### config.mk
export PLATFORM = sky130hd
export DESIGN_NAME = ldc_top
export DESIGN_NICKNAME = d
export VERILOG_FILES = /design/src/ldc_pkg.sv /design/src/ldc_top.sv
export SDC_FILE = /design/constraint.sdc
export NUM_CORES = 1
export LEC_CHECK = 0
export BUFFER_PORTS_ARGS = -buffer_cell sky130_fd_sc_hd__buf_4
export CORE_MARGIN = 4
export CORE_UTILIZATION = 58
export CTS_CLUSTER_SIZE = 16
export DETAILED_ROUTE_END_ITERATION = 6
export GPL_TIMING_DRIVEN = 0
export PLACE_DENSITY = 0.85
export SYNTH_ARGS = -nofsm -noshare
export SYNTH_HDL_FRONTEND = slang
export SYNTH_SLANG_ARGS = --single-unit
### constraint.sdc
create_clock -name clk_sys -period 4.5 [get_ports clk_sys]
set_clock_uncertainty 0.15 [all_clocks]
set_input_delay 0.45 -clock clk_sys [delete_from_list [all_inputs] [get_ports clk_sys]]
set_output_delay 0.45 -clock clk_sys [all_outputs]
set_load 0.005 [all_outputs]
### src/ldc_pkg.sv
// constants and types of the legacy dma channel control block
// assumes one 10 MHz system clock and host i/o cycles one clock long
package ldc_pkg;

    // -----------------------------------------------------------------
    // i/o addresses, index 0 low group, index 1 high group
    // -----------------------------------------------------------------
    localparam int LDC_GROUPS = 2;
    localparam int LDC_CH_PER_GRP = 4;
    localparam int LDC_CHANS = 8;
    localparam logic [1:0][15:0] LDC_ADDR_CMD = {16'h00D0, 16'h0008};
    localparam logic [1:0][15:0] LDC_ADDR_SREQ = {16'h00D2, 16'h0009};
    localparam logic [1:0][15:0] LDC_ADDR_SMASK = {16'h00D4, 16'h000A};
    localparam logic [1:0][15:0] LDC_ADDR_MODE = {16'h00D6, 16'h000B};
    localparam logic [1:0][15:0] LDC_ADDR_PCLR = {16'h00D8, 16'h000C};
    localparam logic [1:0][15:0] LDC_ADDR_MCLR = {16'h00DA, 16'h000D};
    localparam logic [1:0][15:0] LDC_ADDR_MSKCLR = {16'h00DC, 16'h000E};
    localparam logic [1:0][15:0] LDC_ADDR_TIMING = {16'h04D6, 16'h040B};
    localparam logic [15:0] LDC_ADDR_ALLMASK = 16'h00DE;

    // -----------------------------------------------------------------
    // field positions and reset values
    // -----------------------------------------------------------------
    localparam int LDC_CMD_DIS_BIT = 2;
    localparam int LDC_CMD_REQ_POL_BIT = 6;
    localparam int LDC_CMD_ACK_POL_BIT = 7;
    localparam logic [7:0] LDC_CMD_WMASK = 8'hC4;
    localparam int LDC_SEL_LSB = 0;
    localparam int LDC_SEL_W = 2;
    localparam int LDC_SET_BIT = 2;
    localparam int LDC_MODE_TYPE_LSB = 2;
    localparam int LDC_MODE_AUTO_BIT = 4;
    localparam int LDC_MODE_DEC_BIT = 5;
    localparam int LDC_MODE_XM_LSB = 6;
    localparam int LDC_TIM_LSB = 2;
    localparam logic [7:0] LDC_CMD_RST = 8'h00;
    localparam logic [3:0] LDC_MASK_RST = 4'hF;
    localparam logic [3:0] LDC_ZERO4 = 4'h0;
    localparam logic [7:0] LDC_TEMP_VAL = 8'h00;
    localparam logic [7:0] LDC_RD_NONE = 8'h00;
    localparam logic [1:0] LDC_TIM_RST = 2'h0;

    // -----------------------------------------------------------------
    // types
    // -----------------------------------------------------------------
    typedef enum logic [1:0] {
        LDC_OP_LEGACY,
        LDC_OP_DIST_MASTER,
        LDC_OP_DIST_SLAVE
    } ldc_opmode_type;

    typedef struct packed {
        logic wr;
        logic rd;
        logic [15:0] addr;
        logic [7:0] wdata;
    } ldc_io_req_type;

    typedef struct packed {
        logic [1:0] xfer_mode;
        logic addr_dec;
        logic auto_init;
        logic [1:0] xfer_type;
    } ldc_mode_type;

    localparam ldc_mode_type LDC_MODE_RST = '0;

endpackage

### src/ldc_top.sv
// legacy dma channel control: command, request, mask, mode, timing regs
// assumes host i/o cycles as one-clock strobes on clk_sys, request
// pins asynchronous, terminal count and acknowledge from the engine
//
// Behaviour
// RQ1 - command bit 2 set disables all four channels of that group
// RQ2 - command bit 6 picks request polarity, 0 high, 1 low
// RQ3 - command bit 7 picks acknowledge polarity, 0 low, 1 high
// RQ4 - soft request write sets or clears one channel's request bit
// RQ5 - single mask write sets or clears only the selected mask bit
// RQ6 - one mask set per group shared by every mask writer
// RQ7 - mode bits 3-2 store the channel's transfer type
// RQ8 - mode bit 4 enables autoinitialisation of the channel
// RQ9 - mode bit 5 picks address count up or down
// RQ10 - mode bits 7-6 store demand, single or block mode
// RQ11 - timing register bits 3-2 store cycle timing, reset zero
// RQ12 - timing registers always decode; others silent in slave mode
// RQ13 - any write to pointer clear resets that group's byte pointer
// RQ14 - both byte pointers are zero after reset
// RQ15 - master clear resets command, status, requests, masks, pointer
// RQ16 - read at master clear address returns temporary value zero
// RQ17 - any write to clear mask unmasks all four channels
// RQ18 - all mask register reads and writes the four high masks
// RQ19 - masked or disabled channel never starts service
// RQ20 - reserved bits ignored; mode writes touch selected channel only
// RQ21 - operating mode follows remap enable and slave select bits
// RQ22 - status holds terminal counts low, requests high; master clears
`timescale 1ns/1ns
module ldc_top
    import ldc_pkg::*;
(
    input wire logic clk_sys,
    input wire logic rst_b,
    input ldc_pkg::ldc_io_req_type io_req,
    output logic [7:0] io_rdata,
    output logic io_claim,
    input wire logic remap_en,
    input wire logic slave_sel,
    output ldc_pkg::ldc_opmode_type op_mode,
    input wire logic [7:0] channel_request_line,
    output logic [7:0] channel_acknowledge_line,
    input wire logic [7:0] engine_ack,
    input wire logic [7:0] engine_tc,
    input wire logic [1:0] byte_ptr_flip,
    output logic [1:0] byte_ptr,
    output logic [7:0] service_req,
    output ldc_pkg::ldc_mode_type [7:0] chan_mode,
    output logic [7:0][1:0] chan_timing
);
    import ldc_pkg::*;

    // -----------------------------------------------------------------
    // decode
    // -----------------------------------------------------------------
    function automatic logic hit(input ldc_io_req_type r,
                                 input logic [15:0] a);
        return r.addr == a;
    endfunction

    function automatic logic [2:0] chan_of(input int g,
                                           input logic [7:0] d);
        return {g[0], d[LDC_SEL_LSB +: LDC_SEL_W]};
    endfunction

    logic legacy_ok;
    logic [1:0] wr_cmd, wr_sreq, wr_smask, wr_mode, wr_pclr;
    logic [1:0] wr_mclr, wr_mskclr, wr_tim, rd_stat, rd_temp;
    logic wr_all, rd_all;

    always_comb
    begin
        if (remap_en) // RQ21
            op_mode = LDC_OP_DIST_MASTER;
        else if (slave_sel)
            op_mode = LDC_OP_DIST_SLAVE;
        else
            op_mode = LDC_OP_LEGACY;
    end

    assign legacy_ok = op_mode != LDC_OP_DIST_SLAVE; // RQ12

    always_comb
    begin
        for (int g = 0; g < LDC_GROUPS; g++)
        begin
            wr_cmd[g] = io_req.wr & legacy_ok & hit(io_req, LDC_ADDR_CMD[g]);
            wr_sreq[g] = io_req.wr & legacy_ok
                & hit(io_req, LDC_ADDR_SREQ[g]);
            wr_smask[g] = io_req.wr & legacy_ok
                & hit(io_req, LDC_ADDR_SMASK[g]);
            wr_mode[g] = io_req.wr & legacy_ok
                & hit(io_req, LDC_ADDR_MODE[g]);
            wr_pclr[g] = io_req.wr & legacy_ok
                & hit(io_req, LDC_ADDR_PCLR[g]);
            wr_mclr[g] = io_req.wr & legacy_ok
                & hit(io_req, LDC_ADDR_MCLR[g]);
            wr_mskclr[g] = io_req.wr & legacy_ok
                & hit(io_req, LDC_ADDR_MSKCLR[g]);
            wr_tim[g] = io_req.wr & hit(io_req, LDC_ADDR_TIMING[g]); // RQ12
            rd_stat[g] = io_req.rd & legacy_ok
                & hit(io_req, LDC_ADDR_CMD[g]);
            rd_temp[g] = io_req.rd & legacy_ok
                & hit(io_req, LDC_ADDR_MCLR[g]);
        end
    end

    assign wr_all = io_req.wr & legacy_ok & hit(io_req, LDC_ADDR_ALLMASK);
    assign rd_all = io_req.rd & legacy_ok & hit(io_req, LDC_ADDR_ALLMASK);
    assign io_claim = (|{wr_cmd, wr_sreq, wr_smask, wr_mode, wr_pclr,
        wr_mclr, wr_mskclr, wr_tim, rd_stat, rd_temp}) | wr_all | rd_all;

    // -----------------------------------------------------------------
    // command registers
    // -----------------------------------------------------------------
    logic [1:0][7:0] cmd_q;

    always_ff @(posedge clk_sys or negedge rst_b)
    begin
        if (!rst_b)
            cmd_q <= {LDC_CMD_RST, LDC_CMD_RST};
        else
            for (int g = 0; g < LDC_GROUPS; g++)
            begin
                if (wr_mclr[g])
                    cmd_q[g] <= LDC_CMD_RST; // RQ15
                else if (wr_cmd[g])
                    cmd_q[g] <= io_req.wdata & LDC_CMD_WMASK; // RQ20
            end
    end

    // -----------------------------------------------------------------
    // request pin synchroniser and polarity
    // -----------------------------------------------------------------
    logic [7:0] req_s1_q, req_s2_q, req_s3_q, req_pin_q, hw_req;

    always_ff @(posedge clk_sys or negedge rst_b)
    begin
        if (!rst_b)
        begin
            req_s1_q <= '0;
            req_s2_q <= '0;
            req_s3_q <= '0;
            req_pin_q <= '0;
        end
        else
        begin
            req_s1_q <= channel_request_line;
            req_s2_q <= req_s1_q;
            req_s3_q <= req_s2_q;
            for (int i = 0; i < LDC_CHANS; i++)
                if (req_s2_q[i] == req_s3_q[i])
                    req_pin_q[i] <= req_s2_q[i];
        end
    end

    always_comb
    begin
        for (int i = 0; i < LDC_CHANS; i++)
            hw_req[i] = req_pin_q[i]
                ^ cmd_q[i / LDC_CH_PER_GRP][LDC_CMD_REQ_POL_BIT]; // RQ2
    end

    // -----------------------------------------------------------------
    // software requests
    // -----------------------------------------------------------------
    logic [7:0] sw_req_q;

    always_ff @(posedge clk_sys or negedge rst_b)
    begin
        if (!rst_b)
            sw_req_q <= '0;
        else
            for (int g = 0; g < LDC_GROUPS; g++)
                for (int c = 0; c < LDC_CH_PER_GRP; c++)
                begin
                    if (wr_mclr[g])
                        sw_req_q[g * 4 + c] <= 1'b0; // RQ15
                    else if (wr_sreq[g]
                        && chan_of(g, io_req.wdata) == 3'(g * 4 + c))
                        sw_req_q[g * 4 + c] <=
                            io_req.wdata[LDC_SET_BIT]; // RQ4
                    else if (engine_tc[g * 4 + c])
                        sw_req_q[g * 4 + c] <= 1'b0;
                end
    end

    // -----------------------------------------------------------------
    // mask flip-flops, one set per group
    // -----------------------------------------------------------------
    logic [1:0][3:0] mask_q;

    always_ff @(posedge clk_sys or negedge rst_b)
    begin
        if (!rst_b)
            mask_q <= {LDC_MASK_RST, LDC_MASK_RST};
        else
            for (int g = 0; g < LDC_GROUPS; g++)
            begin
                if (wr_mclr[g])
                    mask_q[g] <= LDC_MASK_RST; // RQ6 RQ15
                else if (wr_mskclr[g])
                    mask_q[g] <= LDC_ZERO4; // RQ17
                else if (wr_smask[g])
                    mask_q[g][io_req.wdata[LDC_SEL_LSB +: LDC_SEL_W]] <=
                        io_req.wdata[LDC_SET_BIT]; // RQ5
                else if (g == 1 && wr_all)
                    mask_q[g] <= io_req.wdata[3:0]; // RQ18
            end
    end

    // -----------------------------------------------------------------
    // channel mode and cycle timing
    // -----------------------------------------------------------------
    logic [7:0][1:0] tim_q;
    ldc_mode_type [7:0] mode_q;

    always_ff @(posedge clk_sys or negedge rst_b)
    begin
        if (!rst_b)
            mode_q <= {LDC_CHANS{LDC_MODE_RST}};
        else
            for (int g = 0; g < LDC_GROUPS; g++)
                if (wr_mode[g])
                begin
                    mode_q[chan_of(g, io_req.wdata)] <= '{ // RQ20
                        xfer_mode: io_req.wdata[LDC_MODE_XM_LSB +: 2],
                        addr_dec: io_req.wdata[LDC_MODE_DEC_BIT], // RQ9
                        auto_init: io_req.wdata[LDC_MODE_AUTO_BIT], // RQ8
                        xfer_type: io_req.wdata[LDC_MODE_TYPE_LSB +: 2]
                    }; // RQ7 RQ10
                end
    end

    always_ff @(posedge clk_sys or negedge rst_b)
    begin
        if (!rst_b)
            tim_q <= {LDC_CHANS{LDC_TIM_RST}};
        else
            for (int g = 0; g < LDC_GROUPS; g++)
                if (wr_tim[g])
                    tim_q[chan_of(g, io_req.wdata)] <=
                        io_req.wdata[LDC_TIM_LSB +: 2]; // RQ11
    end

    assign chan_mode = mode_q;
    assign chan_timing = tim_q;

    // -----------------------------------------------------------------
    // byte pointers
    // -----------------------------------------------------------------
    logic [1:0] bptr_q;

    always_ff @(posedge clk_sys or negedge rst_b)
    begin
        if (!rst_b)
            bptr_q <= '0; // RQ14
        else
            for (int g = 0; g < LDC_GROUPS; g++)
            begin
                if (wr_pclr[g] || wr_mclr[g])
                    bptr_q[g] <= 1'b0; // RQ13 RQ15
                else if (byte_ptr_flip[g])
                    bptr_q[g] <= ~bptr_q[g];
            end
    end

    assign byte_ptr = bptr_q;

    // -----------------------------------------------------------------
    // terminal count status
    // -----------------------------------------------------------------
    logic [7:0] tc_q;

    always_ff @(posedge clk_sys or negedge rst_b)
    begin
        if (!rst_b)
            tc_q <= '0;
        else
            for (int i = 0; i < LDC_CHANS; i++)
            begin
                if (wr_mclr[i / LDC_CH_PER_GRP])
                    tc_q[i] <= 1'b0; // RQ22
                else if (engine_tc[i])
                    tc_q[i] <= 1'b1;
                else if (rd_stat[i / LDC_CH_PER_GRP])
                    tc_q[i] <= 1'b0;
            end
    end

    // -----------------------------------------------------------------
    // service gating and acknowledge pins
    // -----------------------------------------------------------------
    logic [7:0] req_any, svc_q, ack_q;

    assign req_any = hw_req | sw_req_q;

    always_ff @(posedge clk_sys or negedge rst_b)
    begin
        if (!rst_b)
        begin
            svc_q <= '0;
            ack_q <= '1;
        end
        else
            for (int i = 0; i < LDC_CHANS; i++)
            begin
                svc_q[i] <= req_any[i] & ~mask_q[i / 4][i % 4]
                    & ~cmd_q[i / 4][LDC_CMD_DIS_BIT]; // RQ1 RQ19
                ack_q[i] <= engine_ack[i]
                    ~^ cmd_q[i / 4][LDC_CMD_ACK_POL_BIT]; // RQ3
            end
    end

    assign service_req = svc_q;
    assign channel_acknowledge_line = ack_q;

    // -----------------------------------------------------------------
    // read data
    // -----------------------------------------------------------------
    logic [7:0] rdata_q;

    always_ff @(posedge clk_sys or negedge rst_b)
    begin
        if (!rst_b)
            rdata_q <= LDC_RD_NONE;
        else if (io_req.rd)
        begin
            if (rd_stat[0])
                rdata_q <= {req_any[3:0], tc_q[3:0]}; // RQ22
            else if (rd_stat[1])
                rdata_q <= {req_any[7:4], tc_q[7:4]};
            else if (|rd_temp)
                rdata_q <= LDC_TEMP_VAL; // RQ16
            else if (rd_all)
                rdata_q <= {LDC_ZERO4, mask_q[1]}; // RQ18
            else
                rdata_q <= LDC_RD_NONE;
        end
    end

    assign io_rdata = rdata_q;
endmodule // ldc_top

==> results_dict.tcl <==
set metrics [dict create \
    status "complete, no violations" \
    dp.cells 795 \
    cts-root-buf "clkbuf_8" \
    setup_tns_ns 0 \
    synth-edff-count 0 \
    powerDensity_nw_per_um2 355 \
    grt_pass1_vias 5358 \
    yosys_register_bits 152 \
    via_per_inst 5.90 \
    synth_common_cells "dfrtp_1 (136), mux2_2 (62), nor2_1 (51)" \
    synth-seq-area-share_pct 60.6 \
    die_y_microns 112 \
    rows 37 \
    r2r_start "cmd_q[6]" \
    wl_per_cell_microns 20.4 \
    maxCapViolCount 0 \
    syn_avg_cell_area_sq_um 12.3 \
    worst_path_max_delay_cell "nor4_1" \
    hpwl_mm 12.1 \
    slowest_delay_ns 0.67 \
    crit_start "io_req[21]" \
    worst_path_most_repeated_cell "buf_4" \
    drt_iter0_markers 480 \
    slew_headroom_pct 33.4 \
    num_vias 4976 \
    power.leakage_nw 4.00 \
    fill_cells 646 \
    syn_to_final_growth_pct 31.9 \
    layout_min_cycle_time_ns 3.12 \
    clock-sinks 152 \
    cts_resized 0 \
    critical_path.cell_chain "buf_4 -> nor4_1 -> nand2_1 -> or3_1 -> o2111ai_1 -> buf_4" \
    firstDrtPassIters 6 \
    ant_nets 0 \
    cts_buffers 17 \
    die_area_sq_um 12600 \
    clockBufferDepth 2 \
    synth_cells 512 \
    gp_congestion 0.935 \
    grt_max_degree 97 \
    timing.hold.ws_ns 0.0181 \
    largest_reg_flops 48 \
    totalWireLength_mm 17.2 \
    stdcell_count 843 \
    start_util_pct 60.3 \
    syn_area_sq_um 6310 \
    diodes 0 \
    cp_data_required_time_ns 3.90 \
    antenna_found_initial 0 \
    cts_tree "built" \
    hold_path_class "in -> reg" \
    start_kind "primary input" \
    boundaryPins 149 \
    syn_nets 568 \
    fmax_mhz 321 \
    synth_largest_area_cell "dfrtp_1" \
    gr-usage-all-layers_pct 28.6 \
    fin_nets 752 \
    path_class "in -> out" \
    ys_top_cells_by_area "dfrtp_1 (54%), mux2_2 (11%), dfstp_2 (6.7%)" \
    drive_above_1_share_pct 38.2 \
    cp.arrival_ns 2.52 \
    ys_dominant_reg_cell "dfrtp_1" \
    worstHoldStart "engine_tc[7]" \
    fin_crit_sh_pct 69.3 \
    postLayoutCoreUtil_pct 79.6 \
    critPathMaxFanout 8 \
    ys_types 56 \
    setup_ws_ns 1.38 \
    htreeDepth 4 \
    drc 0 \
    crit_path_end_kind "output pin" \
    final_hold_viol_count 0 \
    grt_pass1_wl_mm 28.0 \
    ir_worst_vdd_mv 0.241 \
    clk_pin_slew_worst_paths_ns 0.06 \
    finalSetupViolations 0 \
    yosysMostFrequentCell "dfrtp_1" \
    tightest_slew_ns 0.989 \
    overflow 0 \
    maxSlewViolCount 0 \
    rsz0062_at_grt "no" \
    die_w_microns 112 \
    synth_top_area_share_pct 53.9 \
    core-area_sq_um 10500 \
    yosys_warnings 0 \
    portBuffers 146 \
    ys_async_sr_fraction_pct 100 \
    clock_latency_ns 0.53 \
    place_ws_ns 1.42 \
]
[critical path: cells and delay by family]
family	cells	cell delay (ns)
AOI/OAI and AO/OA	1	0.25
buffers and inverters	2	0.27
and+or+nand+nor	3	1.55
[where the power goes]
| part | switching (W) | internal [W] |
|---|---|---|
| Clock | 0.000549 | 0.000744 |
| Sequential | 0.0000212 | 0.00141 |
| Combinational | 0.000124 | 0.000106 |
| Total | 0.000694 | 0.00226 |
[layer usage]
layer,track usage (%),wire (microns)
met5,0,0
met4,14.1,779
met3,7.12,1400
met2,48.7,8780
met1,34.1,6270
[layout make-up]
cell class	instances	area, sq um	share of cell area (%)
Sequential cell	152	3820	45.9
Clock inverter	10	98.8	1.19
Tap cell	136	170	2.04
Multi-Input combinational cell	324	2350	28.2
Clock buffer	20	435	5.23
Timing Repair Buffer	165	1310	15.7
Inverter	8	30.0	0.361
Buffer	28	113	1.35
[kinds of logic (layout without fill, tap and decap cells)]
kind of cell	Yosys count	after routing	share of synthesized area [%]
DFF	152	152	60.6
buffers and inverters	36	231	2.26
AOI/OAI and AO/OA	62	62	6.44
xor gates and xnor gates	18	18	2.50
muxes	78	78	13.6
and+or+nand+nor	158	158	13.3
adders and majority gates	8	8	1.27
[metrics by stage]
step | power (W) | instance area [sq um]
global route | 0.00306 | 8330
floorplan | 0.00153 | 6310
finish | 0.00296 | 8330
CTS | 0.00297 | 8330
detailed placement | 0.00167 | 7610
global placement | 0.00166 | 7580
[cell usage in the layout, fill, tap and decap left out, types with 5 or more instances in the layout]
| cell type | Yosys | routed |
|---|---|---|
| maj3_1 | 8 | 8 |
| nand2b_1 | 5 | 5 |
| nor2b_1 | 11 | 11 |
| nor4_1 | 8 | 8 |
| nor2_1 | 51 | 51 |
| mux2i_1 | 14 | 14 |
| buf_1 | 5 | 5 |
| xnor2_1 | 10 | 10 |
| mux2_2 | 62 | 62 |
| dfrtp_1 | 136 | 136 |
| nand4_1 | 13 | 13 |
| clkbuf_16 | 0 | 16 |
| inv_1 | 8 | 8 |
| dfstp_2 | 16 | 16 |
| xor2_1 | 8 | 8 |
| nor3_1 | 18 | 18 |
| nand2_1 | 20 | 20 |
| buf_4 | 1 | 146 |
| clkbuf_1 | 19 | 21 |
| a21oi_1 | 23 | 23 |
| or3_1 | 5 | 5 |
| a22oi_1 | 5 | 5 |
| dlygate4sd3_1 | 0 | 18 |
[final timing paths]
| kind | endpoint | slack (ns) | cells after the start |
|---|---|---|---|
| max | io_claim | 1.38 | 6 |
| min | tc_q[7] | 0.02 | 3 |
| max reg2reg | io_rdata[6] | 2.88 | 5 |
| min reg2reg | req_s2_q[3] | 0.20 | 0 |
| max in group asynchronous | mask_q[6] | 3.04 | 3 |
| min in group asynchronous | chan_mode[41] | 0.30 | 2 |
[repair_timing]
action,in CTS,in global routing
endpoints found under the hold margin,65,0
hold buffers,18,0
buffers inserted,0,0
No activity file was read; power rests on OpenSTA's default activity.
